File: config.mk
export PLATFORM = sky130hd
export DESIGN_NAME = ldn_device_flat
export DESIGN_NICKNAME = d
export VERILOG_FILES = /design/src/ldn_pkg.sv /design/src/ldn_link_if.sv /design/src/ldn_device.sv /design/src/flat_wrapper.sv
export SDC_FILE = /design/constraint.sdc
export NUM_CORES = 1
export LEC_CHECK = 0
export ABC_AREA = 1
export BUFFER_PORTS_ARGS = -buffer_cell sky130_fd_sc_hd__buf_2
export CAP_MARGIN = 20
export CORE_ASPECT_RATIO = 0.7
export CORE_MARGIN = 2
export CORE_UTILIZATION = 30
export CTS_BUF_LIST = sky130_fd_sc_hd__clkbuf_16
export CTS_CLUSTER_SIZE = 40
export DETAILED_ROUTE_END_ITERATION = 16
export GPL_ROUTABILITY_DRIVEN = 0
export PLACE_DENSITY_LB_ADDON = 0.15
export SYNTH_ARGS = -nofsm -noshare
export SYNTH_HDL_FRONTEND = slang
export SYNTH_SLANG_ARGS = --single-unit
export TNS_END_PERCENT = 10
File: constraint.sdc
create_clock -name ref_clk_in -period 10.2 [get_ports ref_clk_in]
set_clock_uncertainty 0.05 [all_clocks]
set_input_delay 0.51 -clock ref_clk_in [delete_from_list [all_inputs] [get_ports ref_clk_in]]
set_output_delay 0.51 -clock ref_clk_in [all_outputs]
set_load 0.1 [all_outputs]
File: src/ldn_pkg.sv
// Shared constants and checksum helper for the direct-level and memory-program link
package ldn_pkg;

  // Frame identifiers, values are arbitrary
  localparam logic [7:0] LDN_ID_DIRECT = 8'h31;
  localparam logic [7:0] LDN_ID_PROGRAM = 8'h32;

  // Frame layout: identifier, four data bytes, checksum
  localparam logic [2:0] LDN_DATA_BYTES = 3'h4;
  localparam logic [7:0] LDN_CSUM_GOOD = 8'hff;
  localparam logic [7:0] LDN_CSUM_SEED = 8'h00;

  // Node locator decoding
  localparam logic [7:0] LDN_BROADCAST = 8'h00;
  localparam logic [7:0] LDN_SUPER_ZONE = 8'h40;
  localparam logic [3:0] LDN_SUPER_FIRST = 4'h5;
  localparam logic [3:0] LDN_SUPER_LAST = 4'h8;
  localparam logic [7:0] LDN_UNCONFIGURED = 8'hff;

  // Memory-program byte 1 layout
  localparam int LDN_ERASE_BIT = 7;
  localparam int LDN_ZERO_BIT = 6;
  localparam logic [5:0] LDN_INDEX_MAX = 6'h10;

  // Transition step timing
  localparam int LDN_CLK_PERIOD_NS = 5;
  localparam int LDN_STEP_TIME_NS = 1000;
  localparam int LDN_STEP_CYCLES = (LDN_STEP_TIME_NS + LDN_CLK_PERIOD_NS - 1) / LDN_CLK_PERIOD_NS;

  // Controller register map
  localparam logic [3:0] LDN_REG_CMD = 4'h0;
  localparam logic [3:0] LDN_REG_DATA = 4'h4;
  localparam logic [3:0] LDN_REG_STATUS = 4'h8;
  localparam int LDN_GO_BIT = 8;
  localparam logic [1:0] LDN_RESP_OKAY = 2'h0;
  localparam logic [1:0] LDN_RESP_SLVERR = 2'h2;
  localparam logic [2:0] LDN_STEP_CSUM = 3'h5;

  // Eight-bit sum with carry wrapped back in
  function automatic logic [7:0] ldn_csum_add(input logic [7:0] s, input logic [7:0] b);
    logic [8:0] t;
    t = {1'b0, s} + {1'b0, b};
    return t[7:0] + {7'h00, t[8]};
  endfunction

endpackage

File: src/ldn_link_if.sv
// Byte link between the bus master end and the driver end
`timescale 1ns/10ps
`default_nettype none
interface ldn_link_if;
  logic [7:0] byte_data;
  logic byte_valid;
  logic frame_start;
  logic frame_last;
  modport master (output byte_data, output byte_valid, output frame_start, output frame_last);
  modport device (input byte_data, input byte_valid, input frame_start, input frame_last);
endinterface
`default_nettype wire

File: src/ldn_device.sv
// Driver end: decodes direct-level and memory-program frames
// Summary of operation
// - Byte 1 locator, bytes 2-4 channel levels
// - Accept direct frame only when locator selects this node
// - Enhanced checksum generated and verified
// - Good direct frame drives outputs directly
// - Direct move uses latest transition settings
// - Direct frame replaces selected colour set
// - Direct levels hold until palette applied
// - Master sends colour frame afterwards, palette off
// - Program frame writes addressed memory word
// - Program frame outside programming mode ignored
// - Master avoids program frames in service
// - Byte 1 bits 5:0 index, 0..0x10
// - Master sends byte 1 bit 6 zero
// - Bit 7 set erases before writing
// - Bytes 2,3,4 form word bits 0..23
// - Locator 0xFF flags unconfigured fault
// - Smooth off jumps, on ramps over time
// - Palette flag zero keeps current levels
`timescale 1ns/10ps
`default_nettype none
module ldn_device
  import ldn_pkg::*;
#(
  parameter int STEP_CYCLES = LDN_STEP_CYCLES
)
(
  // Clock and reset
  input wire logic ref_clk_in,
  input wire logic resetn_in,
  // Link from the bus master
  ldn_link_if.device link,
  // Node configuration
  input wire logic [7:0] node_locator_in,
  input wire logic prog_mode_in,
  // Colour frame results
  input wire logic colour_apply_in,
  input wire logic [23:0] palette_levels_in,
  input wire logic smooth_enable_in,
  input wire logic [2:0] trans_time_in,
  // Channel outputs
  output logic [7:0] output_channel_one_out,
  output logic [7:0] output_channel_two_out,
  output logic [7:0] output_channel_three_out,
  output logic direct_active_out,
  output logic level_update_out,
  // Memory write port
  output logic nvm_write_out,
  output logic clear_before_write_out,
  output logic [5:0] memory_word_index_out,
  output logic [23:0] nvm_word_out,
  // Diagnostics
  output logic unconfigured_node_fault_out
);

  initial
  begin
    if (STEP_CYCLES < 1 || STEP_CYCLES * 8 > 65536)
      $error("STEP_CYCLES out of range");
  end

  typedef struct packed {
    logic inframe;
    logic [2:0] idx;
    logic [7:0] fid;
    logic [7:0] sum;
    logic [3:0][7:0] data;
    logic [2:0][7:0] target;
    logic [2:0][7:0] level;
    logic direct;
    logic smooth;
    logic [2:0] ttime;
    logic [15:0] tick;
    logic updated;
    logic nvm_wr;
    logic nvm_erase;
    logic [5:0] nvm_idx;
    logic [23:0] nvm_data;
    logic fault;
  } ldn_dev_state_type;

  ldn_dev_state_type s;
  ldn_dev_state_type next_s;

  // Locator selects this node alone, its zone, its super-zone or all
  function automatic logic ldn_selected(input logic [7:0] loc, input logic [7:0] own);
    logic super_member;
    super_member = (own[7:4] >= LDN_SUPER_FIRST) && (own[7:4] <= LDN_SUPER_LAST);
    return (loc == LDN_BROADCAST) || (loc == own) || (loc == {own[7:4], 4'h0})
      || ((loc == LDN_SUPER_ZONE) && super_member);
  endfunction

  // Tick reload for a transition time code, one less than the clock cycles between ramp steps
  function automatic logic [15:0] ldn_step_load(input logic [2:0] tt);
    logic [31:0] cyc;
    cyc = STEP_CYCLES * ({29'h0, tt} + 32'h1) - 32'h1;
    return cyc[15:0];
  endfunction

  always_comb
  begin
    logic [7:0] b;
    logic [7:0] sum_now;
    logic frame_ok;
    b = link.byte_data;
    sum_now = ldn_csum_add(s.sum, b);
    frame_ok = 1'b0;
    next_s = s;
    next_s.updated = 1'b0;
    next_s.nvm_wr = 1'b0;
    next_s.fault = (node_locator_in == LDN_UNCONFIGURED);
    // Palette applied by a colour frame ends direct control
    if (colour_apply_in)
    begin
      next_s.direct = 1'b0;
      next_s.target = palette_levels_in;
      next_s.smooth = smooth_enable_in;
      next_s.ttime = trans_time_in;
      next_s.updated = 1'b1;
    end
    // Byte collection; a new start abandons an unfinished frame
    if (link.byte_valid)
    begin
      if (link.frame_start)
      begin
        next_s.inframe = 1'b1;
        next_s.idx = 3'h0;
        next_s.fid = b;
        next_s.sum = ldn_csum_add(LDN_CSUM_SEED, b);
      end
      else if (s.inframe)
      begin
        next_s.sum = sum_now;
        if (s.idx < LDN_DATA_BYTES)
        begin
          next_s.data[s.idx[1:0]] = b;
          next_s.idx = s.idx + 3'h1;
        end
        if (link.frame_last)
        begin
          next_s.inframe = 1'b0;
          frame_ok = (s.idx == LDN_DATA_BYTES) && (sum_now == LDN_CSUM_GOOD);
        end
        else if (s.idx == LDN_DATA_BYTES)
        begin
          next_s.inframe = 1'b0;
        end
      end
    end
    // Direct-level frame
    if (frame_ok && s.fid == LDN_ID_DIRECT && ldn_selected(s.data[0], node_locator_in))
    begin
      next_s.target[0] = s.data[1];
      next_s.target[1] = s.data[2];
      next_s.target[2] = s.data[3];
      next_s.direct = 1'b1;
      next_s.smooth = smooth_enable_in;
      next_s.ttime = trans_time_in;
      next_s.updated = 1'b1;
    end
    // Memory-program frame, only in programming mode, once per frame
    if (frame_ok && s.fid == LDN_ID_PROGRAM && prog_mode_in && s.data[0][5:0] <= LDN_INDEX_MAX)
    begin
      next_s.nvm_wr = 1'b1;
      next_s.nvm_erase = s.data[0][LDN_ERASE_BIT];
      next_s.nvm_idx = s.data[0][5:0];
      next_s.nvm_data = {s.data[3], s.data[2], s.data[1]};
    end
    // Move levels toward the targets; levels stay put once they match the targets
    if (next_s.updated)
    begin
      next_s.tick = ldn_step_load(next_s.ttime);
      if (!next_s.smooth)
        next_s.level = next_s.target;
    end
    else if (s.level != s.target)
    begin
      if (!s.smooth)
        next_s.level = s.target;
      else if (s.tick == 16'h0)
      begin
        next_s.tick = ldn_step_load(s.ttime);
        for (int ch = 0; ch < 3; ch++)
        begin
          if (s.level[ch] < s.target[ch])
            next_s.level[ch] = s.level[ch] + 8'h01;
          else if (s.level[ch] > s.target[ch])
            next_s.level[ch] = s.level[ch] - 8'h01;
        end
      end
      else
        next_s.tick = s.tick - 16'h1;
    end
  end

  always_ff @(posedge ref_clk_in or negedge resetn_in)
  begin
    if (!resetn_in)
      s <= '0;
    else
      s <= next_s;
  end

  assign output_channel_one_out = s.level[0];
  assign output_channel_two_out = s.level[1];
  assign output_channel_three_out = s.level[2];
  assign direct_active_out = s.direct;
  assign level_update_out = s.updated;
  assign nvm_write_out = s.nvm_wr;
  assign clear_before_write_out = s.nvm_erase;
  assign memory_word_index_out = s.nvm_idx;
  assign nvm_word_out = s.nvm_data;
  assign unconfigured_node_fault_out = s.fault;

endmodule
`default_nettype wire

File: src/flat_wrapper.sv
// flat-port wrapper written by rule: the top's interface ports become plain ports
module ldn_device_flat import ldn_pkg::*;
#(
  parameter int STEP_CYCLES = LDN_STEP_CYCLES
)
  (ref_clk_in, resetn_in, node_locator_in, prog_mode_in, colour_apply_in, palette_levels_in, smooth_enable_in, trans_time_in, output_channel_one_out, output_channel_two_out, output_channel_three_out, direct_active_out, level_update_out, nvm_write_out, clear_before_write_out, memory_word_index_out, nvm_word_out, unconfigured_node_fault_out, link_byte_data, link_byte_valid, link_frame_start, link_frame_last);
  ldn_link_if link_i ();
  input wire logic ref_clk_in;
  input wire logic resetn_in;
  input wire logic [7:0] node_locator_in;
  input wire logic prog_mode_in;
  input wire logic colour_apply_in;
  input wire logic [23:0] palette_levels_in;
  input wire logic smooth_enable_in;
  input wire logic [2:0] trans_time_in;
  output logic [7:0] output_channel_one_out;
  output logic [7:0] output_channel_two_out;
  output logic [7:0] output_channel_three_out;
  output logic direct_active_out;
  output logic level_update_out;
  output logic nvm_write_out;
  output logic clear_before_write_out;
  output logic [5:0] memory_word_index_out;
  output logic [23:0] nvm_word_out;
  output logic unconfigured_node_fault_out;
  input wire logic [$bits(link_i.byte_data)-1:0] link_byte_data;
  input wire logic [$bits(link_i.byte_valid)-1:0] link_byte_valid;
  input wire logic [$bits(link_i.frame_start)-1:0] link_frame_start;
  input wire logic [$bits(link_i.frame_last)-1:0] link_frame_last;
  assign link_i.byte_data = link_byte_data;
  assign link_i.byte_valid = link_byte_valid;
  assign link_i.frame_start = link_frame_start;
  assign link_i.frame_last = link_frame_last;
  ldn_device #(.STEP_CYCLES(STEP_CYCLES)) u_core (.ref_clk_in(ref_clk_in), .resetn_in(resetn_in), .link(link_i), .node_locator_in(node_locator_in), .prog_mode_in(prog_mode_in), .colour_apply_in(colour_apply_in), .palette_levels_in(palette_levels_in), .smooth_enable_in(smooth_enable_in), .trans_time_in(trans_time_in), .output_channel_one_out(output_channel_one_out), .output_channel_two_out(output_channel_two_out), .output_channel_three_out(output_channel_three_out), .direct_active_out(direct_active_out), .level_update_out(level_update_out), .nvm_write_out(nvm_write_out), .clear_before_write_out(clear_before_write_out), .memory_word_index_out(memory_word_index_out), .nvm_word_out(nvm_word_out), .unconfigured_node_fault_out(unconfigured_node_fault_out));
endmodule
======== Word-level counts from Yosys, hierarchy flattened ========
Cells that the tools add are included.
W data, S select, Z words.
storage, ports and cells
  bits in registers ....................... 155
  bits of input ports ..................... 51
  word-level logic and storage cells ...... 131
cells by class
  add/sub/neg operators ................... 14
  $mul .................................... 2
  magnitude comparators ................... 12
  equality and inequality tests ........... 14
  multiplexer cells ....................... 37
  bitwise gates (word level) .............. 1
  reduce and logical (&&, ||, !) cells .... 27
operator list
  kind                     number
  $mux W24                 7
  $mul A5 B32 Y13 const A  2
  $mux W16                 4
  $mux W32                 2
  $mux W8                  8
  $sub A16 B1 Y16 const B  3
  $mux W40                 1
  $bwmux W32               1
  $add A8 B1 Y8 const B    3
  $gt A8 B8 Y1             3
  $lt A8 B8 Y1             3
  $ne A24 B24 Y1           1
  $sub A8 B1 Y8 const B    3
  $demux W8 S2             1
  $eq A8 B6 Y1 const B     2
  $eq A8 B8 Y1             2
  $eq A8 B8 Y1 const B     2
  $logic_not A16 Y1        1
  $reduce_and A4 Y1        4
  $ne A4 B4 Y1 const B     3
  $mux W5                  2
  $reduce_bool A2 Y1       5
  $add A8 B8 Y9            1
  $logic_and A1 B1 Y1      9
  other kinds (21)         34

======== Depth between registers and ports, before layout ========
  depth in word-level cells ............... 15
  mapped depth ............................ 42
  depth with buffers taken out ............ 41

======== Least setup slack after synthesis ========
Ideal clock, no wire load.
  kind .................................... in2reg
  start point ............................. in link_byte_data[0]
  end point ............................... reg u_core.s[46] (netlist bit)
  library setup time ...................... 77 ps
  arrival time ............................ 5,250 ps
  setup slack ............................. 4,822 ps
  stages .................................. 39
  buffers on the path ..................... 1
  path through ............................ ha_1 inv_1 fa_1 inv_1 nand3_2 nand2_2 nand2_2 nand2_1 a21oi_1 o21bai_1 ha_1 nand2_1 nor2_4 nand3_2 nor2_1 nand2_1 o21ai_1 nand2_1 [... 3 more ...] nand2_1 nand2_2 ha_1 or2_2 nand2_1 inv_1 ha_1 inv_1 fa_1 nor2_1 nor2_1 xor2_1 nand2_1 nor2_1 nand2_1 nand2_1 nand3_1 a21oi_1
RTL lines
  item                    line                RTL
  start: declaration      flat_wrapper.sv:26  input wire logic [$bits(link_i.byte_data)-1:0] link_byte_data;
  end signal: assignment  ldn_device.sv:202   s <= next_s;
  end: declaration        ldn_device.sv:83    ldn_dev_state_type s;

==> run_results.csv <==
group,metric,value,unit
yosys,synthFlopType,"dfrtp_1",
yosys,synthDominantCellAreaShare,37.6,%
final_layout,drive_gt1_share,14.0,%
detailed_routing,drt_wl_total,29500,microns
yosys,ys_warn_count,0,
detailed_routing,firstDrtPassIters,5,
power_and_ir_drop,worst_ir_drop_vdd,0.111,mV
yosys,synthTopCellsByArea,"dfrtp_1 (38%), nand2_1 (10%), ha_1 (9.9%)",
clock_network,cts_tree,"done",
detailed_routing,via_per_inst,4.63,
final_layout,fill_cells,3577,
timing,hold_violations,0,
yosys,synth_edf_count,0,
setup_path,cp-start-kind,"register",
die,die_w,226,microns
yosys,synth_cell_types,49,
final_layout,final_cells,1820,
place,dpl.hpwl,22000,microns
timing,setup_viol,0,
clock_network,hold_buffers,0,
timing,rsz0062_at_grt,"no",
timing,fmax,143,MHz
yosys,ys_ff_latch,155,
final_layout,final_util,34.1,%
clock_network,root_buffer,"clkbuf_16",
yosys,post_synth.cell_area_avg,7.94,sq um
clock_network,clk_path_buf_depth,2,
die,die_area,0.0359,sq mm
global_route,grt_max_degree,92,
die,num_rows,56,
min_path,holdCritPathClass,"input pin to async pin",
global_route,grt_usage,16.9,%
detailed_routing,vias,8424,
yosys,yosysTopAreaCell,"dfrtp_1",
setup_path,worstPathArrival,7.28,ns
power_and_ir_drop,p_per_area,222,mW/mm^2
detailed_routing,wire_per_inst,16.2,microns
yosys,synthesis.area,0.0103,sq mm
clock_network,cts_resized,0,
die,fp.dieH,159,microns
clock_network,cts_made_buffers,17,
setup_path,r2r_slack,3.23,ns
run,drv_cap,0,
timing,report.final.slew_viol_count,0,
timing,timing.slew.headroom,37.7,%
die,coreArea,0.0337,sq mm
global_route,grt_pass1_vias,8178,
place,place_inst,1788,
global_route,overflow,0,
global_route,grt_first_pass_wirelength,47000,microns
clock_network,htreeDepth,4,
timing,max_slew.worst_pin.slew,0.934,ns
global_route,antenna_found_initial,1,
yosys,async_flop_share,100,%
final_layout,diodes,0,
timing,post-route-period-util,68.4,%
setup_path,cp-end-kind,"register",
yosys,yosysSeqAreaShare,37.6,%
detailed_routing,ant_nets,0,
setup_path,crit_slowest_cell,"buf_4",
timing,period_minus_slack,6.97,ns
setup_path,slowest_delay,0.54,ns
setup_path,critPathKind,"register to register",
status,outcome,"complete, no violations",
final_layout,nets,1482,
setup_path,worstPathMaxFanout,53,
clock_network,cts.sinks,155,
detailed_routing,first_iter_violations,601,
die,initial_core_util,30.6,%
yosys,synth_cells,1301,
setup_path,cp.required,10.51,ns
place,port_buffers,109,
clock_network,clock_latency,0.43,ns
detailed_routing,drc,0,
setup_path,crit_top_cell,"nand2_1",
clock_network,clk_pin_slew_worst_paths,0.07,ns
die,io-pin-count,110,
timing,fin_tns_setup,0,ns
power_and_ir_drop,p_leak,5.67,nW
clock_network,cts_setup_buffers,0,
final_layout,syn_to_final_growth,11.1,%
## cells by family (layout without fill, tap and decap cells)
family | after synthesis | in the layout | synth area share, %
AND/OR/NAND/NOR | 487 | 487 | 20.4
other | 1 | 2 | 0.0363
flip-flops | 155 | 155 | 37.6
AO/OA/AOI/OAI | 278 | 278 | 15.8
adder cells (fa/ha/maj) | 88 | 88 | 11.1
buffers and inverters | 247 | 301 | 11.3
XOR/XNOR | 45 | 45 | 3.82
## where the power goes
| part | internal (mW) | switching (mW) |
|---|---|---|
| registers | 0.719 | 0.108 |
| clock network | 0.321 | 0.299 |
| logic | 0.360 | 0.745 |
## routing by layer
metal,up-vias,share of wire [%],GRT usage [%]
met4,0,0.85,3.34
met3,14,3.7,3.08
li1,4342,-,-
met2,140,41,24.1
met5,-,0,0
met1,3928,54,26.3
## worst max-delay path, delay by kind of cell, from the launching register on
kind	cells	cell delay, ns
AOI/OAI and AO/OA	3	0.38
xor gates and xnor gates	1	0.20
adders and majority gates	7	1.87
buffers and inverters	5	0.86
DFF	1	0.37
and+or+nand+nor	24	3.17
## stage by stage
step                hold slack [ns]  area (sq um)  worst slack (ns)  power [mW]
global route                  0.168         11500              2.31        2.77
CTS                           0.154         11500              3.16        2.57
detailed placement            0.402         10900              2.94        1.94
floorplan                     0.164         10300              4.82        1.71
global placement              0.397         10900              3.08        1.93
finish                       0.0797         11500              3.23        2.55
## Yosys cell counts, types with 7 or more instances
library cell / number
buf_2: 7
buf_4: 57
nand4_1: 10
inv_2: 7
o21ai_1: 10
nor2_1: 96
a31oi_1: 12
a41oi_1: 8
inv_1: 146
nand2_2: 15
xnor2_1: 22
nand3_1: 47
a21oi_1: 68
clkbuf_1: 25
ha_1: 82
nor3_1: 11
nand2_1: 278
o211ai_1: 25
o21ai_0: 123
xor2_1: 23
dfrtp_1: 155
## cell type report
| type | count | area [sq um] | area share [%] |
|---|---|---|---|
| clock inverter | 15 | 131 | 1.14 |
| inverter | 155 | 582 | 5.07 |
| timing repair buffer | 114 | 589 | 5.14 |
| clock buffer | 17 | 425 | 3.71 |
| sequential | 155 | 3880 | 33.8 |
| multi-input combinational | 900 | 5290 | 46.1 |
| tap | 464 | 581 | 5.06 |
## cell usage in the layout (no fill, tap or decap), types with 5 or more instances in the layout
cell type	netlist	layout
a31oi_1	12	12
buf_4	57	5
dfrtp_1	155	155
xnor2_1	22	22
o211ai_1	25	25
o221ai_1	6	6
nor2_1	96	96
inv_1	146	146
a21oi_1	68	68
nand4_1	10	10
nor4_1	5	5
o21ai_1	10	10
fa_1	6	6
inv_2	7	8
xor2_1	23	23
a22oi_1	6	6
a41oi_1	8	8
clkbuf_16	0	17
nand2_2	15	15
nand2_1	278	278
nand3_1	47	46
ha_1	82	82
buf_2	7	108
nand3b_1	6	6
nand3_2	5	6
nor3_1	11	11
o21ai_0	123	123
## worst paths after layout
| check | end | cells after the start | from |
|---|---|---|---|
| min in group ref_clk_in | u_core.unconfigured_node_fault_out | 3 | node_locator_in[0] |
| max in group asynchronous | u_core.s[99] | 2 | resetn_in |
| setup reg to reg | u_core.s[46] | 40 | u_core.s[135] |
| hold / removal | u_core.s[139] | 1 | resetn_in |
| hold reg to reg | u_core.memory_word_index_out[5] | 2 | u_core.memory_word_index_out[5] |
| setup / recovery | u_core.s[46] | 40 | u_core.s[135] |
No activity file was read; power rests on OpenSTA's default activity.
